### config.mk
export PLATFORM = sky130hd
export DESIGN_NAME = cpu_flags_and_address_modes
export DESIGN_NICKNAME = d
export VERILOG_FILES = /design/src/cpu_flags_pkg.sv /design/src/cpu_flags_and_address_modes.sv
export VERILOG_INCLUDE_DIRS = /design/src
export SDC_FILE = /design/constraint.sdc
export NUM_CORES = 1
export LEC_CHECK = 0
export BUFFER_PORTS_ARGS = -buffer_cell sky130_fd_sc_hd__buf_2
export CAP_MARGIN = 10
export CORE_ASPECT_RATIO = 0.75
export CORE_MARGIN = 2
export CORE_UTILIZATION = 35
export CTS_CLUSTER_DIAMETER = 200
export DETAILED_ROUTE_END_ITERATION = 8
export PLACE_DENSITY = 0.59
export SLEW_MARGIN = 20
export SYNTH_ARGS = -nofsm -noshare
export SYNTH_HDL_FRONTEND = slang
export SYNTH_SLANG_ARGS = --single-unit
### constraint.sdc
create_clock -name clock -period 3.8 [get_ports clock]
set_input_delay 0.19 -clock clock [delete_from_list [all_inputs] [get_ports clock]]
set_output_delay 0.19 -clock clock [all_outputs]
set_load 0.03 [all_outputs]
### src/cpu_flags_regs.svh
// Offsets, field positions, reset values and fixed constants of the flag and address unit
`ifndef CPU_FLAGS_REGS_SVH
`define CPU_FLAGS_REGS_SVH

// ----------------------------------------------------------------------------
// Register offsets
// ----------------------------------------------------------------------------
`define REG_CONDITION_FLAGS  8'h00
`define REG_RESULT_LO        8'h01
`define REG_RESULT_HI        8'h02
`define REG_STATUS           8'h03
`define REG_SRC_ADDR_LO      8'h04
`define REG_SRC_ADDR_HI      8'h05
`define REG_DST_ADDR_LO      8'h06
`define REG_DST_ADDR_HI      8'h07
`define REG_TARGET_LO        8'h08
`define REG_TARGET_HI        8'h09

// ----------------------------------------------------------------------------
// Flag bit positions, fixed ones and reset value
// ----------------------------------------------------------------------------
`define FLAG_V               7
`define FLAG_H               4
`define FLAG_I               3
`define FLAG_N               2
`define FLAG_Z               1
`define FLAG_C               0
`define FLAGS_FIXED_ONES     8'h60
`define FLAGS_RESET          8'h68

// ----------------------------------------------------------------------------
// Status register fields
// ----------------------------------------------------------------------------
`define STATUS_INHIBIT       0
`define STATUS_SRC_MEM       1
`define STATUS_DST_MEM       2

// ----------------------------------------------------------------------------
// Arithmetic and address constants
// ----------------------------------------------------------------------------
`define BCD_DIGIT_MAX        4'h9
`define BCD_BYTE_MAX         8'h99
`define BCD_FIX_LO           8'h06
`define BCD_FIX_HI           8'h60
`define SIGNED_MIN_BYTE      8'h80
`define PAGE_ZERO_HI         8'h00

`endif

### src/cpu_flags_pkg.sv
// Types shared by the flag and address unit and its users
package cpu_flags_pkg;

	typedef enum logic [4:0] {
		op_none    = 5'h00,
		op_add     = 5'h01,
		op_adc     = 5'h02,
		op_sub     = 5'h03,
		op_sbc     = 5'h04,
		op_and     = 5'h05,
		op_or      = 5'h06,
		op_xor     = 5'h07,
		op_load8   = 5'h08,
		op_store8  = 5'h09,
		op_load16  = 5'h0a,
		op_daa     = 5'h0b,
		op_lsl     = 5'h0c,
		op_lsr     = 5'h0d,
		op_rol     = 5'h0e,
		op_ror     = 5'h0f,
		op_bittest = 5'h10,
		op_dec     = 5'h11,
		op_cli     = 5'h12,
		op_sei     = 5'h13,
		op_tap     = 5'h14
	} op_t;

	typedef enum logic [2:0] {
		register_only_mode  = 3'h0,
		branch_offset_mode  = 3'h1,
		inline_operand_mode = 3'h3,
		page_zero_mode      = 3'h2,
		full_address_mode   = 3'h6
	} mode_t;

	typedef struct packed {
		logic        valid;
		op_t         op;
		logic [7:0]  a;
		logic [7:0]  b;
		logic [15:0] word;
	} op_req_t;

	typedef struct packed {
		logic            valid;
		mode_t           src_mode;
		mode_t           dst_mode;
		logic            wide;
		logic            branch;
		logic            cond;
		logic [15:0]     pc;
		logic [3:0][7:0] prog_bytes;
	} addr_req_t;

	typedef struct packed {
		logic        src_mem;
		logic        dst_mem;
		logic [15:0] src_addr;
		logic [15:0] dst_addr;
		logic [15:0] target;
		logic [15:0] inline_val;
	} addr_res_t;

	typedef struct packed {
		logic [7:0]  flags;
		logic        inhibit;
		logic [15:0] result;
		addr_res_t   addr;
		logic [7:0]  rdata;
	} unit_state_t;

endpackage : cpu_flags_pkg

### src/cpu_flags_and_address_modes.sv
// Condition flag register, interrupt gating and operand address forming of an 8-bit core
`timescale 1ns/10ps
`default_nettype none
`include "cpu_flags_regs.svh"

module cpu_flags_and_address_modes
	import cpu_flags_pkg::*;
(
	input  wire logic        clock,
	input  wire logic        rstn,
	input  wire op_req_t     op_req,
	input  wire addr_req_t   addr_req,
	input  wire logic        instr_boundary,
	input  wire logic        irq_pending,
	input  wire logic        int_regs_saved,
	input  wire logic [7:0]  reg_addr,
	input  wire logic [7:0]  reg_wdata,
	input  wire logic        reg_write,
	input  wire logic        reg_read,
	output logic      [7:0]  reg_rdata,
	output logic      [7:0]  condition_flags,
	output logic      [15:0] result,
	output addr_res_t        addr_res,
	output logic             irq_take
);

	// ------------------------------------------------------------------------
	// Reset release
	// ------------------------------------------------------------------------
	logic rst_meta;
	logic rst_sync_n;

	always_ff @(posedge clock or negedge rstn) begin
		if (!rstn) begin
			rst_meta   <= 1'b0;
			rst_sync_n <= 1'b0;
		end else begin
			rst_meta   <= 1'b1;
			rst_sync_n <= rst_meta;
		end
	end

	// ------------------------------------------------------------------------
	// Address helpers
	// ------------------------------------------------------------------------
	function automatic logic [1:0] mode_len(input mode_t mode, input logic wide);
		logic [1:0] len;
		len = 2'd0;
		unique case (mode)
			register_only_mode:  len = 2'd0;
			branch_offset_mode:  len = 2'd0;
			inline_operand_mode: len = wide ? 2'd2 : 2'd1;
			page_zero_mode:      len = 2'd1;
			full_address_mode:   len = 2'd2;
			default:             len = 2'd0;
		endcase
		return len;
	endfunction : mode_len

	function automatic logic [15:0] form_addr(input mode_t mode,
	                                          input logic [3:0][7:0] bytes,
	                                          input logic [1:0] idx);
		logic [15:0] addr;
		addr = 16'h0000;
		unique case (mode)
			page_zero_mode:    addr = {`PAGE_ZERO_HI, bytes[idx]};
			full_address_mode: addr = {bytes[idx], bytes[2'(idx + 2'd1)]};
			default:           addr = 16'h0000;
		endcase
		return addr;
	endfunction : form_addr

	function automatic logic is_mem(input mode_t mode);
		return (mode == page_zero_mode) || (mode == full_address_mode);
	endfunction : is_mem

	function automatic logic [15:0] sext8(input logic [7:0] v);
		return {{8{v[7]}}, v};
	endfunction : sext8

	// ------------------------------------------------------------------------
	// Register view
	// ------------------------------------------------------------------------
	// Unmapped offsets read zero so software can probe safely
	function automatic logic [7:0] reg_view(input unit_state_t s, input logic [7:0] addr);
		logic [7:0] v;
		v = 8'h00;
		unique case (addr)
			`REG_CONDITION_FLAGS: v = s.flags | `FLAGS_FIXED_ONES;
			`REG_RESULT_LO:       v = s.result[7:0];
			`REG_RESULT_HI:       v = s.result[15:8];
			`REG_STATUS:          v = {5'h00, s.addr.dst_mem, s.addr.src_mem, s.inhibit};
			`REG_SRC_ADDR_LO:     v = s.addr.src_addr[7:0];
			`REG_SRC_ADDR_HI:     v = s.addr.src_addr[15:8];
			`REG_DST_ADDR_LO:     v = s.addr.dst_addr[7:0];
			`REG_DST_ADDR_HI:     v = s.addr.dst_addr[15:8];
			`REG_TARGET_LO:       v = s.addr.target[7:0];
			`REG_TARGET_HI:       v = s.addr.target[15:8];
			default:              v = 8'h00;
		endcase
		return v;
	endfunction : reg_view

	// ------------------------------------------------------------------------
	// State
	// ------------------------------------------------------------------------
	unit_state_t st_reg;
	unit_state_t st_next;
	// Reset image: mask set, fixed ones high, everything else clear
	localparam unit_state_t state_at_reset = '{flags: `FLAGS_RESET, default: '0};

	logic [8:0]  sum9;
	logic [4:0]  half5;
	logic [8:0]  diff9;
	logic [7:0]  res8;
	logic [7:0]  daa_fix;
	logic        daa_carry;
	logic [7:0]  f;
	logic        cin;
	logic [1:0]  src_len;
	logic [1:0]  dst_len;
	logic [7:0]  offset;
	logic        mask_was_set;

	always_comb begin
		st_next   = st_reg;
		f         = st_reg.flags;
		cin       = st_reg.flags[`FLAG_C];
		sum9      = 9'h000;
		half5     = 5'h00;
		diff9     = 9'h000;
		res8      = 8'h00;
		daa_fix   = 8'h00;
		daa_carry = 1'b0;
		src_len   = 2'd0;
		dst_len   = 2'd0;
		offset    = 8'h00;
		mask_was_set = st_reg.flags[`FLAG_I];

		// ----------------------------------------------------------------
		// Software flag write
		// ----------------------------------------------------------------
		// Taken first so a same-cycle instruction update wins
		if (reg_write && reg_addr == `REG_CONDITION_FLAGS) begin
			f = reg_wdata;
		end

		// ----------------------------------------------------------------
		// Interrupt hold-off
		// ----------------------------------------------------------------
		// Spent on the first boundary after the unmask
		if (instr_boundary && st_reg.inhibit) begin
			st_next.inhibit = 1'b0;
		end

		// ----------------------------------------------------------------
		// Instruction results
		// ----------------------------------------------------------------
		if (op_req.valid) begin
			f = st_reg.flags;
			unique case (op_req.op)
				op_add, op_adc: begin
					sum9  = {1'b0, op_req.a} + {1'b0, op_req.b}
					      + {8'h00, (op_req.op == op_adc) & cin};
					half5 = {1'b0, op_req.a[3:0]} + {1'b0, op_req.b[3:0]}
					      + {4'h0, (op_req.op == op_adc) & cin};
					res8  = sum9[7:0];
					f[`FLAG_H] = half5[4];
					f[`FLAG_C] = sum9[8];
					f[`FLAG_V] = (op_req.a[7] == op_req.b[7]) && (res8[7] != op_req.a[7]);
				end
				op_sub, op_sbc: begin
					diff9 = {1'b0, op_req.a} - {1'b0, op_req.b}
					      - {8'h00, (op_req.op == op_sbc) & cin};
					res8  = diff9[7:0];
					f[`FLAG_C] = diff9[8];
					f[`FLAG_V] = (op_req.a[7] != op_req.b[7]) && (res8[7] != op_req.a[7]);
				end
				op_and, op_or, op_xor: begin
					res8 = (op_req.op == op_and) ? (op_req.a & op_req.b) :
					       (op_req.op == op_or)  ? (op_req.a | op_req.b) :
					                               (op_req.a ^ op_req.b);
					f[`FLAG_V] = 1'b0;
				end
				op_load8, op_store8: begin
					res8 = op_req.a;
					f[`FLAG_V] = 1'b0;
				end
				op_daa: begin
					// Correction built from the digits and the previous add's carries
					if (st_reg.flags[`FLAG_H] || op_req.a[3:0] > `BCD_DIGIT_MAX) begin
						daa_fix = daa_fix | `BCD_FIX_LO;
					end
					if (st_reg.flags[`FLAG_C] || op_req.a > `BCD_BYTE_MAX) begin
						daa_fix   = daa_fix | `BCD_FIX_HI;
						daa_carry = 1'b1;
					end
					res8 = op_req.a + daa_fix;
					f[`FLAG_C] = daa_carry;
				end
				op_lsl, op_rol: begin
					res8 = {op_req.a[6:0], (op_req.op == op_rol) & cin};
					f[`FLAG_C] = op_req.a[7];
					f[`FLAG_V] = res8[7] ^ op_req.a[7];
				end
				op_lsr, op_ror: begin
					res8 = {(op_req.op == op_ror) & cin, op_req.a[7:1]};
					f[`FLAG_C] = op_req.a[0];
					f[`FLAG_V] = res8[7] ^ op_req.a[0];
				end
				op_dec: begin
					res8 = op_req.a - 8'h01;
					f[`FLAG_V] = (op_req.a == `SIGNED_MIN_BYTE);
				end
				op_cli: begin
					f[`FLAG_I] = 1'b0;
				end
				op_sei: begin
					f[`FLAG_I] = 1'b1;
				end
				op_tap: begin
					f = op_req.a;
				end
				default: begin
					res8 = 8'h00;
				end
			endcase

			// ------------------------------------------------------------
			// Flags shared by all byte results
			// ------------------------------------------------------------
			unique case (op_req.op)
				op_none, op_bittest, op_cli, op_sei, op_tap: begin
				end
				op_load16: begin
					f[`FLAG_N] = op_req.word[15];
					f[`FLAG_Z] = (op_req.word == 16'h0000);
					f[`FLAG_V] = 1'b0;
					st_next.result = op_req.word;
				end
				default: begin
					f[`FLAG_N] = res8[7];
					f[`FLAG_Z] = (res8 == 8'h00);
					st_next.result = {8'h00, res8};
				end
			endcase

			if (op_req.op == op_bittest) begin
				f[`FLAG_C] = op_req.a[op_req.b[2:0]];
			end
		end

		// ----------------------------------------------------------------
		// Interrupt mask
		// ----------------------------------------------------------------
		// Any clear of a set mask holds off the next boundary, whatever path did it
		if (mask_was_set && !f[`FLAG_I]) begin
			st_next.inhibit = 1'b1;
		end

		// Entry mask, applied after the stacking has finished
		if (int_regs_saved) begin
			f[`FLAG_I] = 1'b1;
		end

		st_next.flags = f | `FLAGS_FIXED_ONES;

		// ----------------------------------------------------------------
		// Operand and branch addresses
		// ----------------------------------------------------------------
		// All in the one 16-bit space
		if (addr_req.valid) begin
			src_len = mode_len(addr_req.src_mode, addr_req.wide);
			dst_len = mode_len(addr_req.dst_mode, addr_req.wide);
			st_next.addr.src_addr = form_addr(addr_req.src_mode, addr_req.prog_bytes,
			                                  2'd0);
			st_next.addr.dst_addr = form_addr(addr_req.dst_mode, addr_req.prog_bytes,
			                                  src_len);
			st_next.addr.src_mem  = is_mem(addr_req.src_mode);
			st_next.addr.dst_mem  = is_mem(addr_req.dst_mode);
			st_next.addr.inline_val = addr_req.wide ?
				{addr_req.prog_bytes[0], addr_req.prog_bytes[1]} :
				{8'h00, addr_req.prog_bytes[0]};
			// Offset sits after the tested operand's bytes
			offset = addr_req.prog_bytes[src_len];
			if (addr_req.branch && addr_req.cond) begin
				st_next.addr.target = addr_req.pc + sext8(offset);
			end else begin
				st_next.addr.target = addr_req.pc;
			end
			if (dst_len == 2'd3) begin
				st_next.addr.dst_addr = 16'h0000;
			end
		end

		// ----------------------------------------------------------------
		// Register read port
		// ----------------------------------------------------------------
		st_next.rdata = 8'h00;
		if (reg_read) begin
			st_next.rdata = reg_view(st_reg, reg_addr);
		end
	end

	always_ff @(posedge clock or negedge rst_sync_n) begin
		if (!rst_sync_n) begin
			st_reg <= state_at_reset;
		end else begin
			st_reg <= st_next;
		end
	end

	// ------------------------------------------------------------------------
	// Outputs
	// ------------------------------------------------------------------------
	assign reg_rdata       = st_reg.rdata;
	assign condition_flags = st_reg.flags;
	assign result          = st_reg.result;
	assign addr_res        = st_reg.addr;
	// Gate kept combinational so the boundary decision is same-cycle
	assign irq_take = irq_pending && instr_boundary
	                && !st_reg.flags[`FLAG_I]
	                && !st_reg.inhibit;

endmodule : cpu_flags_and_address_modes
`default_nettype wire

==> reports/results.ini, run 1 <==
[status]
status=finished, final reports clean

[critical_path]
worstSetupEndpointType=register
crit_path_start_kind=register
arrival_ps=3560
rrSetupSlack_ps=460
cp_max_fo=3
rr_endpoint=condition_flags[2]$_DFFE_PN0P_
r2r-start=condition_flags[0]$_DFFE_PN0P_
crit_path_start=condition_flags[0]$_DFFE_PN0P_
required_ps=4020
worstSetupPathType=reg2reg
critPathCapture=condition_flags[2]$_DFFE_PN0P_
rr_worst_depth=12

[synth]
synth_flop_cell=dfrtp_1
async_flop_share=1.00
synth.cell_area_um2=8910
syn_avg_cell_area_um2=8.33
synthTopCellsByArea=dfrtp_1 (28%), buf_4 (8.4%), ha_1 (7.7%)
synth_edf_count=0
yosys.area.top_type=dfrtp_1
synth_cell_type_count=82
ys_seq_area_frac=0.278
yosysTopAreaCellShare=0.275
synthCells=1070
ys_ff_latch=99
ys_warn_count=0

[grt]
grtUsageTotal=0.242
grt_max_degree=55
overflow=0
grt_pass1_wl_mm=49.2
antenna_found_initial=1
grt_pass1_vias=7954

[sta]
relSlewSlack=0.450
final-hold-violation-count=0
max_freq_mhz=299
rsz0062_at_grt=no
tns_ps=0
fin_skew_ps=6.82
drv_slew=0
tightest_slew_ps=823
setup_viol=0
post-route-min-period_ps=3340
period_share=0.879
fin_hold_ws_ps=25.9

[die]
start_util=0.357
pin_count=218
die_h_um=142
core_um2=25000
dieWidth_um=188
rows=50
dieArea_um2=26800

[power_and_ir_drop]
vdd_ir_drop_max_uv=220
power.density_nw_per_um2=349
p_leak_uw=0.00480

[cts]
root_buffer=clkbuf_16
cts_buffer_depth=2
cts_resized=0
post_cts_buffers=0
cts_made_buffers=9
cts_hold_buffers=1
cts_tree=built
path_clk_slew_ps=70
cts.sinks=99
clock_latency_ps=350
htree_levels=3

[placement]
dp_hpwl_mm=26.5
io_buffers=213
globalplace.congestion=0.960

[drt]
drt_iter0_drc=744
dr.pass1.iters=5
drt_wl_total_mm=32.5
vias=8375
drt-vias-per-instance=5.46
drcViolationCount=0
ant_nets=0
wl_per_cell_um=21.2

[final_layout]
area_delta_synth_final_pct=13.7
nets=1369
layout_commonest_cell=buf_2
drive_above_1_share=0.259
largest_register_ffs=66
final_cell_mix=buf_2 (213), nand2_1 (99), dfrtp_1 (97), nor2_1 (90), a21oi_1 (78)

[job]
max_cap_viol_count=0

[hold_path]
holdCritPathClass=in2reg

-- Yosys cell counts, types with 19 or more instances --
master,n
buf_4,100
nand2_1,99
dfrtp_1,98
nor2_1,90
a21oi_1,78
o21ai_0,68
inv_1,56
ha_1,55
mux2i_1,51
clkbuf_1,38
nand3_1,25
xnor2_1,19
-- kinds of logic (layout without fill, tap and decap cells) --
group                    count (synthesis)  after routing  synth area share
multiplexers                            61             61            0.0800
other                                    1              4          0.000421
XOR/XNOR                                31             31            0.0305
AO/OA/AOI/OAI                          293            293             0.219
adder cells (fa/ha/maj)                 62             62            0.0918
AND/OR/NAND/NOR                        307            307             0.165
buffers and inverters                  216            338             0.135
flip-flops                              99             99             0.278
-- area by class of cell --
| class | instances | area [um^2] |
|---|---|---|
| diodes | 1 | 2.50 |
| clock buffers | 11 | 243 |
| clock inverters | 5 | 61.3 |
| fillers | 2578 | 14800 |
| inverters | 58 | 218 |
| multi-input cells | 757 | 5250 |
| flip-flops and latches | 99 | 2480 |
| well taps | 338 | 423 |
| repair buffers | 264 | 1450 |
-- layer usage --
| metal | vias to the layer above | routed length, um | global-route usage |
|---|---|---|---|
| met3 | 34 | 3200 | 0.0680 |
| met5 | - | 0 | 0 |
| met1 | 3991 | 16400 | 0.382 |
| li1 | 3980 | - | - |
| met2 | 370 | 12500 | 0.319 |
| met4 | 0 | 436 | 0.0452 |
-- worst max-delay path, cell delays in order (launching register included) --
cell and delay [ps]:
dfrtp_1 370, nand4_1 210, fa_1 500, ha_1 320, a211oi_1 380, o2111ai_1 230
a21oi_1 230, xnor2_1 150, a211oi_1 240, o21ai_0 170, a21oi_1 180, buf_4 160
a31oi_1 70
-- worst min-delay path by stage --
stage	depth (start not counted)	endpoint	slack [ps]	startpoint
after detailed placement	1	rst_meta$_DFF_PN0_	-20	rstn
after global placement	1	rst_meta$_DFF_PN0_	-20	rstn
after global routing	2	st_reg[90]$_DFFE_PN0P_	20	instr_boundary
after CTS	2	condition_flags[3]$_DFF_PN1_	20	int_regs_saved
final	2	condition_flags[3]$_DFF_PN1_	30	int_regs_saved
after floorplan	0	rst_meta$_DFF_PN0_	-110	rstn
-- where the power goes --
group	switching [uW]	leakage (uW)	total, uW	internal (uW)
Clock	429	0.000138	961	532
Combinational	838	0.00340	1330	495
Sequential	103	0.00126	1250	1140
Total	1370	0.00480	3540	2170
-- stage by stage --
| stage | util | setup WS, ps | std cells | total power, uW | instance area, um^2 |
|---|---|---|---|---|---|
| 4_1_cts | 0.406 | 551 | 1532 | 3550 | 10100 |
| 5_1_grt | 0.406 | 252 | 1533 | 3730 | 10100 |
| 2_1_floorplan | - | 387 | 1072 | 2190 | 8920 |
| 3_3_place_gp | 0.393 | 201 | 1515 | 2570 | 9810 |
| 6_report | 0.406 | 460 | 1533 | 3540 | 10100 |
| 3_5_place_dp | 0.393 | 186 | 1515 | 2580 | 9810 |
Note: power is estimated with default switching activity, not from simulation.
==> run 2, diff against run 1 <==
- CTS_BUF_LIST: not set -> sky130_fd_sc_hd__clkbuf_8
- HOLD_SLACK_MARGIN: not set -> 0.08
==> run 2 against run 1 <==
  * First-iteration DRC count fell by 1.6%
  * Via count is 0.91% higher
  * Register-to-register slack improved by 20 ps
  * Clock-buffer cell count fell by 1
  * Sequential power is essentially flat
  * Combinational power is essentially flat
  * Total power fell by 6.4%
  * Worst hold slack better by 73 ps
  * Sequential share of layout area barely moved
  * Critical path type unchanged
  * Critical endpoint is now condition_flags[1]$_DFFE_PN0P_
==> reports/results.ini, run 2 (synthesis results as in run 1) <==
[placement]
io_buffers=213
dp_hpwl_mm=26.5
globalplace.congestion=0.960

[power_and_ir_drop]
comb_power_share=0.406
p_seq_frac=0.376
p_int_uw=1970
power.share.clock=0.218
p_leak_uw=0.00481
swShare=0.406
power.density_nw_per_um2=326
vdd_ir_drop_max_uv=167
switchingPower_uw=1340

[grt]
overflow=0
grt_max_degree=55
grtUsageTotal=0.242
grt_pass1_vias=7952
antenna_found_initial=0
grt_pass1_wl_mm=49.2

[sta]
drv_slew=0
rsz0062_at_grt=no
relSlewSlack=0.459
tns_ps=0
final-hold-violation-count=0
max_freq_mhz=301
fin_skew_ps=8.93
setup_viol=0
tightest_slew_ps=811
post-route-min-period_ps=3320
period_share=0.874

[die]
pin_count=218
dieArea_um2=26800
core_um2=25000
die_h_um=142
dieWidth_um=188
rows=50
start_util=0.357

[critical_path]
critPathCapture=condition_flags[1]$_DFFE_PN0P_
arrival_ps=3650
rr_endpoint=condition_flags[1]$_DFFE_PN0P_
crit_path_start=condition_flags[0]$_DFFE_PN0P_
crit_path_start_kind=register
worstSetupEndpointType=register
required_ps=4120
worstSetupPathType=reg2reg
rrSetupSlack_ps=480
rr_worst_depth=12
cp_max_fo=3
r2r-start=condition_flags[0]$_DFFE_PN0P_

[final_layout]
area_delta_synth_final_pct=13.9
drive_above_1_share=0.256
finalCoreUtilization=0.407
layout_commonest_cell=buf_2
nets=1381
final_cell_mix=buf_2 (213), nand2_1 (99), dfrtp_1 (97), nor2_1 (90), a21oi_1 (78)
largest_register_ffs=66
num_antenna_cells=0

[hold_path]
holdCritPathClass=in2reg
whs_path_depth=3

[cts]
cts_resized=0
htree_levels=3
post_cts_buffers=0
cts_buffer_depth=2
cts_hold_buffers=12
cts_tree=built
clock_latency_ps=380
path_clk_slew_ps=100
cts.sinks=99
cts_made_buffers=9
root_buffer=clkbuf_8

[drt]
drt-vias-per-instance=5.47
drt_wl_total_mm=32.7
wl_per_cell_um=21.2
drcViolationCount=0
dr.pass1.iters=6
drt_iter0_drc=732
ant_nets=0
vias=8451

[job]
max_cap_viol_count=0

[status]
status=finished, final reports clean

==> run 2: cell types whose count changed in the layout (fill, tap and decap cells not counted) <==
cell	change
dlygate4sd3_1	+12
clkbuf_8	+9
clkbuf_16	-9
inv_1	+1
clkbuf_1	-1
diode_2	-1
==> run 2: layout make-up <==
class | count | area [um^2]
multi-input combinational | 757 | 5250
clock buffer | 10 | 138
inverter | 58 | 218
tap | 338 | 423
sequential | 99 | 2480
clock inverter | 6 | 65.1
timing repair buffer | 276 | 1570
fill | 2577 | 14800
==> run 2: critical path, cell delays in order (launching register included) <==
cell and delay (ps):
dfrtp_1 380, nand4_1 190, fa_1 490, ha_1 320, a211oi_1 380, o2111ai_1 230, a21oi_1 230, xnor2_1 150
a211oi_1 240, o21ai_0 170, a21oi_1 180, buf_4 160, a32o_1 140
==> run 2: worst min path at each step <==
| stage | from | end | slack (ps) |
|---|---|---|---|
| after detailed placement | rstn | rst_meta$_DFF_PN0_ | -20 |
| after global placement | rstn | rst_meta$_DFF_PN0_ | -20 |
| after global routing | addr_req[1] | addr_res[57]$_DFFE_PN0P_ | 90 |
| after CTS | op_req[8] | result[8]$_DFFE_PN0P_ | 80 |
| after floorplan | rstn | rst_meta$_DFF_PN0_ | -110 |
| final | addr_req[7] | addr_res[63]$_DFFE_PN0P_ | 100 |
==> run 2: power by group through the flow <==
stage               Clock [uW]  Combinational (uW)  Sequential (uW)
detailed placement           0                1310             1260
finish                     723                1340             1250
floorplan                    0                 964             1230
global route               792                1460             1260
global placement             0                1310             1270
CTS                        743                1330             1250
==> run 2: layer usage <==
layer / vias up / share of wire / global-route usage / routed length, um
met5: - / 0 / 0 / 0
met4: 0 / 0.013 / 0.0448 / 411
met3: 30 / 0.099 / 0.0680 / 3260
met2: 363 / 0.38 / 0.320 / 12500
met1: 4051 / 0.51 / 0.381 / 16600
li1: 4007 / - / - / -
==> run 2: through the flow <==
stage                     cell area (um^2)  hold WS (ps)  total power (uW)  worst slack, ps  std cells
after CTS                            10100          80.9              3320              541       1543
after detailed placement              9810         -23.6              2580              186       1515
final                                10100          99.4              3310              477       1544
after global routing                 10100          88.4              3510              289       1544
after global placement                9810         -24.1              2570              201       1515
after floorplan                       8920          -106              2190              387       1072
==> run 3, diff against run 2 <==
- HOLD_SLACK_MARGIN: 0.08 -> 0.15
- clock period: 3.8 -> 3.1 ns (I/O delays scaled with it)
==> run 3 against run 2 <==
  * The run now ends with setup timing left
  * Final cell count grew 6.0%
  * Sequential share of layout area fell by 2.0 points
  * Global-route usage increased by 0.43 points
  * Clock-buffer cell count did not move
==> reports/results.ini, run 3 (synthesis results as in run 1) <==
[status]
status=complete, but fails checks
violations=setup timing

[power_and_ir_drop]
p_int_uw=2460
switchingPower_uw=1700
vdd_ir_drop_max_uv=256
p_leak_uw=0.00525
swShare=0.408
power.share.clock=0.198
comb_power_share=0.431
p_seq_frac=0.370
power.density_nw_per_um2=377

[sta]
final-hold-violation-count=0
fin_skew_ps=14.7
drv_slew=0
setup_viol=2
max_freq_mhz=320
tightest_slew_ps=898
period_share=1.01
fin_hold_ws_ps=173
rsz0062_at_grt=yes
relSlewSlack=0.401
fin_ws_ps=-26.9
post-route-min-period_ps=3130

[die]
dieArea_um2=26800
pin_count=218
start_util=0.357
die_h_um=142
rows=50
dieWidth_um=188
core_um2=25000

[final_layout]
largest_register_ffs=66
finalCoreUtilization=0.442
fill_cells=2535
layoutNonFillerInstCount=1637
area_delta_synth_final_pct=23.9
multiInputGateArea_um2=5360
seqCellArea_um2=2480
final_cell_mix=buf_2 (213), buf_4 (101), nand2_1 (99), dfrtp_1 (97), nor2_1 (89)
num_antenna_cells=0
nets=1474
layout_commonest_cell=buf_2
drive_above_1_share=0.295

[cts]
clock_latency_ps=380
cts.sinks=99
path_clk_slew_ps=110
cts_made_buffers=9
htree_levels=3
cts_buffer_depth=2
cts_tree=built
root_buffer=clkbuf_8

[drt]
drt_iter0_drc=755
drt-vias-per-instance=5.43
vias=8889
drt_wl_total_mm=33.6
wl_per_cell_um=20.5
ant_nets=0
drcViolationCount=0
dr.pass1.iters=5

[critical_path]
cp_max_fo=3
worstSetupEndpointType=register
worstSetupPathType=reg2reg
required_ps=3370
arrival_ps=3400
cp_slowest_cell=fa_2
crit_path_start_kind=register
max_stage_delay_ps=490
crit_chain=nand4_1 -> fa_2 -> ha_4 -> a211oi_2 -> buf_4 -> o2111ai_1 -> a21oi_1 -> xnor2_1 -> a211oi_1 -> o21ai_1 -> a21oi_1 -> buf_4 -> a32o_1

[placement]
globalplace.congestion=1.04
dp_hpwl_mm=26.6
placed_cells=1564
io_buffers=213

[grt]
overflow=0
grt_pass1_vias=8220
antenna_found_initial=0
grt_pass1_wl_mm=50.2
grtUsageTotal=0.246
grt_max_degree=76

[job]
max_cap_viol_count=0

[hold_path]
holdCritPathClass=in2reg

==> run 3: changes by cell type in the layout (fill, tap and decap cells not counted), sizes merged <==
| cell | previous run | this run |
|---|---|---|
| dlygate4sd3 | 13 | 54 |
| bufinv | 1 | 0 |
| clkinvlp | 3 | 1 |
| buf | 263 | 315 |
| clkinv | 1 | 4 |
==> run 3: area by class of cell <==
class,count,area share
clock buffers,10,0.0125
clock inverters,6,0.00431
inverters,58,0.0197
multi-input cells,757,0.485
flip-flops and latches,99,0.225
well taps,338,0.0383
repair buffers,369,0.215
==> run 3: worst max-delay path: cells and delay by family, from the launching register on <==
family,cells,cell delay (ps)
and+or+nand+nor,1,250
DFF,1,440
adders and majority gates,2,740
AOI/OAI and AO/OA,7,1100
buffers and inverters,2,300
xor gates and xnor gates,1,180
==> run 3: path summary, 6_finish.rpt <==
kind | to | slack, ps | from | cells after the start
hold reg to reg | rst_sync_n$_DFF_PN0_ | 370 | rst_meta$_DFF_PN0_ | 0
max in group asynchronous | reg_rdata[4]$_DFF_PN0_ | 1830 | rst_sync_n$_DFF_PN0_ | 1
hold / removal | result[2]$_DFFE_PN0P_ | 170 | op_req[2] | 3
setup / recovery | condition_flags[1]$_DFFE_PN0P_ | -30 | condition_flags[0]$_DFFE_PN0P_ | 13
min in group asynchronous | st_reg[90]$_DFFE_PN0P_ | 470 | rst_sync_n$_DFF_PN0_ | 0
setup reg to reg | condition_flags[1]$_DFFE_PN0P_ | -30 | condition_flags[0]$_DFFE_PN0P_ | 13
==> run 3: layer usage <==
layer | wire [um] | track usage | vias up
li1 | - | - | 4193
met2 | 13600 | 0.339 | 369
met5 | 0 | 0 | -
met4 | 151 | 0.0249 | 0
met1 | 17000 | 0.398 | 4317
met3 | 2830 | 0.0488 | 10
==> run 3: power by group through the flow <==
stage	Combinational (uW)	Clock [uW]	Sequential (uW)
floorplan	1180	0	1500
global placement	1660	0	1560
detailed placement	1670	0	1560
CTS	1740	849	1540
global route	1930	904	1560
finish	1790	825	1540
==> run 3: stage by stage <==
stage / setup slack (ps) / instance area (um^2) / TNS [ps] / power (uW)
6_report: -26.9 / 11000 / -31.2 / 4160
3_3_place_gp: -157 / 10200 / -800 / 3230
2_1_floorplan: -90.5 / 8930 / -90.5 / 2690
3_5_place_dp: -250 / 10200 / -1220 / 3240
5_1_grt: -119 / 11000 / -391 / 4390
4_1_cts: 2.06 / 10900 / 0 / 4130
==> run 3: what timing repair did <==
item,4_1_cts,5_1_grt
endpoints found under the hold margin,67,0
setup endpoints to repair,6,13
pin swaps,1,19
hold buffers,54,0
gates resized for setup,8,21
buffers inserted,1,3
